===== src/ddg_pkg.sv =====
// package for the loop damping and gain configuration bank
package ddg_pkg;

  // ---------------------------------------------------------------
  // register indices and reset values
  // ---------------------------------------------------------------
  localparam logic [6:0] AUX_DAMP_ADDR   = 7'h00;
  localparam logic [6:0] OUT_DAMP_ADDR   = 7'h01;
  localparam logic [7:0] AUX_DAMP_RESET  = 8'h13;
  localparam logic [7:0] OUT_DAMP_RESET  = 8'h13;
  localparam logic [7:0] WRITABLE_MASK   = 8'h77;

  // ---------------------------------------------------------------
  // field positions and codes
  // ---------------------------------------------------------------
  localparam int         DAMP_LSB        = 0;
  localparam int         GAIN_LSB        = 4;
  localparam logic [2:0] DAMP_DEFAULT    = 3'h3;

  // damping factor in tenths
  localparam logic [7:0] DF_1P2          = 8'h0c;
  localparam logic [7:0] DF_2P5          = 8'h19;
  localparam logic [7:0] DF_5            = 8'h32;
  localparam logic [7:0] DF_10           = 8'h64;
  localparam logic [7:0] DF_20           = 8'hc8;

  // bandwidth class: 0 =<4 Hz, 1 = 8 Hz, 2 = 18 Hz, 3 = 35 Hz, 4 = 70 Hz
  localparam logic [2:0] BW_LE4          = 3'h0;
  localparam logic [2:0] BW_8            = 3'h1;
  localparam logic [2:0] BW_18           = 3'h2;

  typedef struct packed {
    logic       wr_en;
    logic       rd_en;
    logic [6:0] addr;
    logic [7:0] wdata;
  } ddg_req_s;

  typedef struct packed {
    logic       rvalid;
    logic [7:0] rdata;
  } ddg_rsp_s;

  typedef struct packed {
    logic [2:0] aux_gain;
    logic [2:0] aux_damp;
    logic [2:0] out_gain;
    logic [2:0] out_damp;
    ddg_rsp_s   rsp;
  } ddg_state_s;

endpackage


===== src/ddg_damping_gain_regs.sv =====
// two loop damping and low-frequency gain configuration registers
// Operation
// - each register: damping select in [2:0], low-frequency analog gain in [6:4]
// - both registers read and write; bits 7 and 3 unused, read zero
// - damping code maps to 1.2/2.5/5/10/20 depending on selected bandwidth
// - damping select resets to 011, factor 5 at every bandwidth
// - auxiliary loop gain field sets detector two gain at 8 kHz or less
// - gain field ignored unless the detector two gain enable bit is set
// - transmit-output loop gain field likewise sets low-frequency analog gain
// - enable clear: detector unused; set: gain chosen by mode and reference
`timescale 1ns/1ps
module ddg_damping_gain_regs
  import ddg_pkg::*;
(
  input  wire logic               core_clk,
  input  wire logic               arst_n,
  input  wire ddg_pkg::ddg_req_s  req,
  output ddg_pkg::ddg_rsp_s       rsp,
  input  wire logic [2:0]         aux_bandwidth_class,
  input  wire logic [2:0]         out_bandwidth_class,
  input  wire logic               aux_pd_two_gain_select_enable,
  input  wire logic               out_pd_two_gain_select_enable,
  input  wire logic               aux_lowfreq_analog_mode,
  input  wire logic               out_lowfreq_analog_mode,
  output logic [7:0]              aux_damping_factor,
  output logic [7:0]              out_damping_factor,
  output logic                    aux_pd_two_lowfreq_gain_valid,
  output logic [2:0]              aux_pd_two_lowfreq_analog_gain,
  output logic                    out_pd_two_lowfreq_gain_valid,
  output logic [2:0]              out_pd_two_lowfreq_analog_gain
);
  import ddg_pkg::*;

  // ---------------------------------------------------------------
  // damping lookup
  // ---------------------------------------------------------------
  function automatic logic [7:0] damp_factor(input logic [2:0] code, input logic [2:0] bw);
    logic [7:0] f;
    f = DF_5;
    case (code)
      3'h1: f = (bw == BW_LE4) ? DF_5 : (bw == BW_8) ? DF_2P5 : DF_1P2;
      3'h2: f = (bw == BW_LE4 || bw == BW_8) ? DF_5 : DF_2P5;
      3'h3: f = DF_5;
      3'h4: f = (bw == BW_LE4) ? DF_5 : DF_10;
      3'h5: f = (bw == BW_LE4) ? DF_5 : (bw == BW_8 || bw == BW_18) ? DF_10 : DF_20;
      default: f = DF_5;
    endcase
    return f;
  endfunction

  function automatic logic [7:0] pack_reg(input logic [2:0] gain, input logic [2:0] damp);
    return {1'b0, gain, 1'b0, damp};
  endfunction

  ddg_state_s st_reg;
  ddg_state_s st_next;

  // ---------------------------------------------------------------
  // register access
  // ---------------------------------------------------------------
  always_comb
  begin
    st_next            = st_reg;
    st_next.rsp.rvalid = 1'b0;
    if (req.wr_en && req.addr == AUX_DAMP_ADDR)
    begin
      st_next.aux_damp = req.wdata[DAMP_LSB +: 3];
      st_next.aux_gain = req.wdata[GAIN_LSB +: 3];
    end
    if (req.wr_en && req.addr == OUT_DAMP_ADDR)
    begin
      st_next.out_damp = req.wdata[DAMP_LSB +: 3];
      st_next.out_gain = req.wdata[GAIN_LSB +: 3];
    end
    if (req.rd_en)
    begin
      st_next.rsp.rvalid = 1'b1;
      if (req.addr == AUX_DAMP_ADDR)
        st_next.rsp.rdata = pack_reg(st_reg.aux_gain, st_reg.aux_damp);
      else if (req.addr == OUT_DAMP_ADDR)
        st_next.rsp.rdata = pack_reg(st_reg.out_gain, st_reg.out_damp);
      else
        st_next.rsp.rdata = 8'h00;
    end
  end

  always_ff @(posedge core_clk or negedge arst_n)
  begin
    if (!arst_n)
    begin
      st_reg.aux_gain   <= AUX_DAMP_RESET[GAIN_LSB +: 3];
      st_reg.aux_damp   <= AUX_DAMP_RESET[DAMP_LSB +: 3];
      st_reg.out_gain   <= OUT_DAMP_RESET[GAIN_LSB +: 3];
      st_reg.out_damp   <= OUT_DAMP_RESET[DAMP_LSB +: 3];
      st_reg.rsp.rvalid <= 1'b0;
      st_reg.rsp.rdata  <= 8'h00;
    end
    else
      st_reg <= st_next;
  end

  // ---------------------------------------------------------------
  // outputs to the loops
  // ---------------------------------------------------------------
  assign rsp                = st_reg.rsp;
  assign aux_damping_factor = damp_factor(st_reg.aux_damp, aux_bandwidth_class);
  assign out_damping_factor = damp_factor(st_reg.out_damp, out_bandwidth_class);
  // gain reaches the detector whenever enabled; valid also needs low-frequency analog mode
  assign aux_pd_two_lowfreq_gain_valid  = aux_pd_two_gain_select_enable
                                        && aux_lowfreq_analog_mode;
  assign aux_pd_two_lowfreq_analog_gain = aux_pd_two_gain_select_enable
                                        ? st_reg.aux_gain : 3'h0;
  assign out_pd_two_lowfreq_gain_valid  = out_pd_two_gain_select_enable
                                        && out_lowfreq_analog_mode;
  assign out_pd_two_lowfreq_analog_gain = out_pd_two_gain_select_enable
                                        ? st_reg.out_gain : 3'h0;
endmodule


===== config.mk =====
export PLATFORM = sky130hd
export DESIGN_NAME = ddg_damping_gain_regs
export DESIGN_NICKNAME = d
export VERILOG_FILES = /design/src/ddg_pkg.sv /design/src/ddg_damping_gain_regs.sv
export SDC_FILE = /design/constraint.sdc
export NUM_CORES = 1
export LEC_CHECK = 0
export BUFFER_PORTS_ARGS = -buffer_cell sky130_fd_sc_hd__buf_2
export CORE_MARGIN = 3
export CORE_UTILIZATION = 30
export CTS_CLUSTER_DIAMETER = 40
export DETAILED_ROUTE_END_ITERATION = 6
export PLACE_DENSITY = 0.64
export SLEW_MARGIN = 25
export SYNTH_ARGS = -nofsm -noshare
export SYNTH_HDL_FRONTEND = slang
export SYNTH_SLANG_ARGS = --single-unit

===== constraint.sdc =====
create_clock -name core_clk -period 1.4 [get_ports core_clk]
set_clock_uncertainty 0.2 [all_clocks]
set_input_delay 0.14 -clock core_clk [delete_from_list [all_inputs] [get_ports core_clk]]
set_output_delay 0.14 -clock core_clk [all_outputs]
set_load 0.1 [all_outputs]

==> impl_metrics.toml, run 1 <==
[final_layout]
largest_reg_flops = 12
finalNetCount = 259
antenna_cells = 0
finalInstanceArea_um2 = 2760
area_growth_pct = 114
drive_gt1_share_pct = 74.2
nFillCells = 292

[setup_path]
r2r_setup_slack_ns = 0.06
r2r_cells = 4
worstReg2RegEnd = "rsp[0]"
arrival_ns = 1.67
required_ns = 1.06
crit_fanout = 4
cp-start-kind = "register"
end_kind = "output pin"
r2r_start = "st_reg[15]"
path_class = "register to output pin"

[logic_synthesis]
yosysTopAreaCellShare_pct = 25.2
synth_flop_cell = "dfrtp_1"
synthCells = 130
synth_warnings = 0
synth_cell_types = 31
synth-edff-count = 0
synth_area_um2 = 1290
synth_top_cell_by_area = "dfrtp_1"
syn_area_per_cell_um2 = 9.93
synthTopCellsByCount = "13 x dfrtp_1, 12 x mux2_4, 10 x inv_1"
synth-seq-cells = 19
yosysMostFrequentCell = "dfrtp_1"
synthTopCellsByArea = "dfrtp_1 25%, mux2_4 14%, dfstp_2 12%"
async_flop_share_pct = 100
synth_seq_area_share_pct = 37.4

[timing]
fin_setup_tns_ns = -10.77
worst_slack_ns = -0.606
slew_violations = 0
fin_crit_sh_pct = 143
max_freq_ghz = 0.498
hold_viol = 0
setup_violations = 30
period_minus_slack_ns = 2.01
rsz0062_at_grt = "yes"

[global_route]
gr-usage-all-layers_pct = 15.6
antenna_found_initial = 0
grt_pass1_vias = 1445
grt_overflow = 0
grt_max_degree = 20
grt_pass1_wl_mm = 6.58

[outcome]
violations = "setup timing"
status = "finished with violations"

[worst_hold_path]
holdCritStartpoint = "req[9]"
worst_hold_path.num_cells = 4
hp-class = "input port to register"
min_to = "rsp[1]"

[place]
globalplace.congestion = 0.731
preCtsSetupSlack_ns = -0.610
post_dp_cell_area_um2 = 2450
hpwl_mm = 2.92
portBuffers = 57

[power_and_ir_drop]
powerDensity_nw_per_um2 = 853
p_leak_nw = 1.26
vdd_drop_max_mv = 0.561

[routing]
wire_per_inst_um = 13.6
routed-wl-met2_mm = 2.10
drc = 0
routed_wl_mm = 3.80
wl_met3_um = 192
post_drt_via_cell_ratio = 4.72
met1_length_mm = 1.48
ant_nets = 0
drt-initial-drc-count = 34
routed-via-count = 1318
topRoutingLayerUsed = "met4"
firstDrtPassIters = 4

[clock_tree]
cts.reportedPaths.clkPinSlew_ns = 0.07
cts_inserted_buffers = 3
cts_root_buf = "clkbuf_8"
clk_latency_ns = 0.25
cts_tree = "yes"
cts_buffer_depth = 2
numClockSinks = 19
htree_levels = 1

[die]
num_rows = 23
coreArea_um2 = 4090
die_w_um = 71.6
start_util_pct = 31.6
die_h_um = 71.6
io_pins = 62
die-area_um2 = 5130

[job]
cap_violations = 0
## cell type report
class / count / area [um^2] / share of cell area (%)
sequential: 19 / 485 / 17.6
inverter: 10 / 47.5 / 1.72
tap: 50 / 62.6 / 2.27
timing repair buffer: 110 / 1230 / 44.6
clock inverter: 1 / 5.00 / 0.181
clock buffer: 3 / 41.3 / 1.50
multi-input combinational: 86 / 887 / 32.2
## per-layer routing
metal  vias to the layer above  track usage, %
met4                         0            2.51
li1                        643               -
met3                         4            2.66
met5                         -               0
met2                        43            30.2
met1                       628            18.1
## critical path: stages, from the launching register on
cell and delay, ns:
dfstp_2 0.53, or3b_4 0.43, buf_6 0.14, o22ai_4 0.12, buf_12 0.20
## layout by cell type (no fill, tap or decap), drive strengths merged, types with 2 or more instances in the layout
cell type / count
buf: 102
mux2: 18
dfrtp: 13
inv: 10
dlygate4sd3: 8
o22ai: 8
and2: 8
nand2: 7
dfstp: 6
nor2: 6
a21oi: 6
nand2b: 5
nor3: 4
or3: 4
or4: 3
clkbuf: 3
a211oi: 3
nor2b: 2
conb: 2
o22a: 2
## power breakdown
group	leakage (nW)	total (mW)	switching (mW)	internal (mW)
combinational	0.997	1.35	0.763	0.588
sequential	0.236	0.630	0.0382	0.592
clock	0.0255	0.369	0.172	0.197
total	1.26	2.35	0.974	1.38
## worst max path at each step
stage | from | endpoint | slack (ns)
after CTS | st_reg[10] | out_damping_factor[3] | -0.60
final | st_reg[10] | out_damping_factor[3] | -0.61
after floorplan | st_reg[15] | aux_damping_factor[2] | -0.68
after global placement | req[13] | st_reg[11] | -0.59
after detailed placement | req[13] | st_reg[14] | -0.61
after global routing | st_reg[10] | out_damping_factor[3] | -0.64
## cells by family (layout without fill, tap and decap cells)
group                  count (synthesis)  in the layout  synth area share [%]
muxes                                 18             18                  19.2
DFF                                   19             19                  37.4
other                                  1              2                 0.290
and+or+nand+nor                       44             44                  20.3
AOI/OAI and AO/OA                     22             22                  11.4
buffers and inverters                 26            124                  11.4
## per-stage QoR
| stage | power, mW | instances | util, % | hold slack (ns) |
|---|---|---|---|---|
| 2_1_floorplan | 1.41 | 131 | - | -0.356 |
| 3_3_place_gp | 1.85 | 256 | 60.0 | -0.113 |
| 3_5_place_dp | 1.87 | 256 | 60.0 | -0.106 |
| 4_1_cts | 2.32 | 275 | 65.7 | 0.103 |
| 5_1_grt | 2.44 | 279 | 67.5 | 0.129 |
| 6_report | 2.35 | 279 | 67.5 | 0.109 |
## what timing repair did
item                                    in CTS  in global routing
endpoints found under the setup margin      32                 34
endpoints found under the hold margin       32                  0
gates resized for setup                     17                 11
hold buffers                                 8                  0
buffers inserted                             7                  5
pin swaps                                    8                  2
Power figures use the tool's default switching activity.
==> run 2: changes to the inputs <==
CORE_UTILIZATION = 37   (was 30)
PLACE_DENSITY = 0.75   (was 0.64)
==> run 2 against run 1 <==
Effect of this change:
- the run still ends with setup timing left
- sequential cell count did not move
- count of clock-buffer cells in the layout rose by 1
- core utilization rose by 18 points
- fmax fell by 4.7%
- clock power fell by 25%
- power fell by 3.4%
- largest power group unchanged
- worst hold slack got worse by 0.083 ns
- critical path depth did not move
- highest routed layer unchanged
- non-clock buffer count fell by 1
- sequential share of layout area rose by 0.33 points
==> impl_metrics.toml, run 2 (synthesized netlist as in run 1, its figures left out) <==
[outcome]
status = "finished with violations"
violations = "setup timing"

[setup_path]
cp-start-kind = "register"
crit_chain = "or3b_4, buf_6, o22ai_4, buf_12"
arrival_ns = 1.77
slowest_stage = "dfstp_2"
path_class = "register to output pin"
end_kind = "output pin"
slowest_delay_ns = 0.57
crit_fanout = 4
required_ns = 1.06

[final_layout]
finalNetCount = 258
post-route-util_pct = 85.2
final_common_cell = "buf_4"
area_growth_pct = 110
antenna_cells = 0
drive_gt1_share_pct = 73.7
largest_reg_flops = 12
nFillCells = 161
layout.cells.most_common_list = "32 x buf_4, 31 x buf_12, 25 x buf_2"

[clock_tree]
cts_inserted_buffers = 3
cts_tree = "yes"
cts_buffer_depth = 2
numClockSinks = 19
cts.reportedPaths.clkPinSlew_ns = 0.10
clk_latency_ns = 0.29
htree_levels = 1
cts_root_buf = "clkbuf_4"

[power_and_ir_drop]
vdd_drop_max_mv = 0.463
powerDensity_nw_per_um2 = 839
p_leak_nw = 1.24
p_total_mw = 2.27

[global_route]
grt_overflow = 0
grt_pass1_vias = 1572
antenna_found_initial = 0
grt_max_degree = 20
grt_pass1_wl_mm = 8.09
gr-usage-all-layers_pct = 25.2

[routing]
firstDrtPassIters = 6
routed_wl_mm = 5.10
routed-via-count = 1441
drc = 0
drt-initial-drc-count = 47
ant_nets = 0
wire_per_inst_um = 18.8
post_drt_via_cell_ratio = 5.30

[timing]
setup_violations = 31
max_freq_ghz = 0.475
fin_setup_tns_ns = -12.16
period_minus_slack_ns = 2.11
worst_slack_ns = -0.706
fin_crit_sh_pct = 150
hold_slack_ns = 0.0263
rsz0062_at_grt = "yes"
hold_viol = 0
slew_violations = 0

[die]
num_rows = 20
coreArea_um2 = 3180
io_pins = 62
die-area_um2 = 4230
start_util_pct = 40.6
die_w_um = 65.1
die_h_um = 65.1

[job]
cap_violations = 0

[place]
hpwl_mm = 3.44
portBuffers = 57
globalplace.congestion = 0.790

[worst_hold_path]
hp-class = "input port to register"
[run 2: changes by cell type in the layout (fill, tap and decap cells not counted), sizes merged]
cell    before  now
clkinv       1    0
buf        102  100
clkbuf       3    5
[run 2: cell type report]
cell class,count,area (um^2),area share [%]
timing repair buffer,109,1210,44.7
clock buffer,4,26.3,0.971
sequential,19,485,17.9
tap,44,55.1,2.03
multi-input combinational,86,883,32.6
inverter,10,47.5,1.76
[run 2: critical path: cells and delay by family, from the launching register on]
kind | cells | cell delay (ns)
AOI/OAI and AO/OA | 1 | 0.12
buffers and inverters | 2 | 0.34
DFF | 1 | 0.57
and+or+nand+nor | 1 | 0.44
[run 2: where the power goes]
part	switching (mW)	total, mW	internal (mW)	leakage (nW)
Sequential	0.0395	0.631	0.591	0.236
Combinational	0.788	1.36	0.576	0.986
Clock	0.164	0.275	0.111	0.0150
Total	0.992	2.27	1.28	1.24
[run 2: timing repair]
action | in CTS | in global routing
setup endpoints to repair | 35 | 37
gates resized for setup | 27 | 4
buffers inserted | 6 | 6
pin swaps | 10 | 9
hold buffers | 8 | 0
endpoints found under the hold margin | 33 | 0
[run 2: metrics by stage]
| stage | instances | instance area, um^2 | setup WS (ns) |
|---|---|---|---|
| floorplan | 131 | 1520 | -0.675 |
| global placement | 250 | 2430 | -0.585 |
| detailed placement | 250 | 2430 | -0.622 |
| CTS | 267 | 2660 | -0.676 |
| global route | 272 | 2710 | -0.738 |
| finish | 272 | 2710 | -0.706 |
[run 2: path summary, 6_finish.rpt]
kind	startpoint	end	slack (ns)	depth (start not counted)
worst min register to register	rsp[2]	rsp[2]	0.40	2
worst min-delay path	req[10]	rsp[2]	0.03	3
max in group asynchronous	arst_n	st_reg[12]	0.57	2
min in group asynchronous	arst_n	rsp[0]	0.10	2
worst max-delay path	st_reg[10]	out_damping_factor[3]	-0.71	4
worst max register to register	st_reg[15]	rsp[0]	-0.01	5
[run 2: layer usage]
layer	vias to the layer above	share of wire, %	global-route usage, %
li1	638	-	-
met2	77	54	48.1
met1	713	37	28.2
met5	-	0	0
met3	13	6.7	4.33
met4	0	2.5	7.25
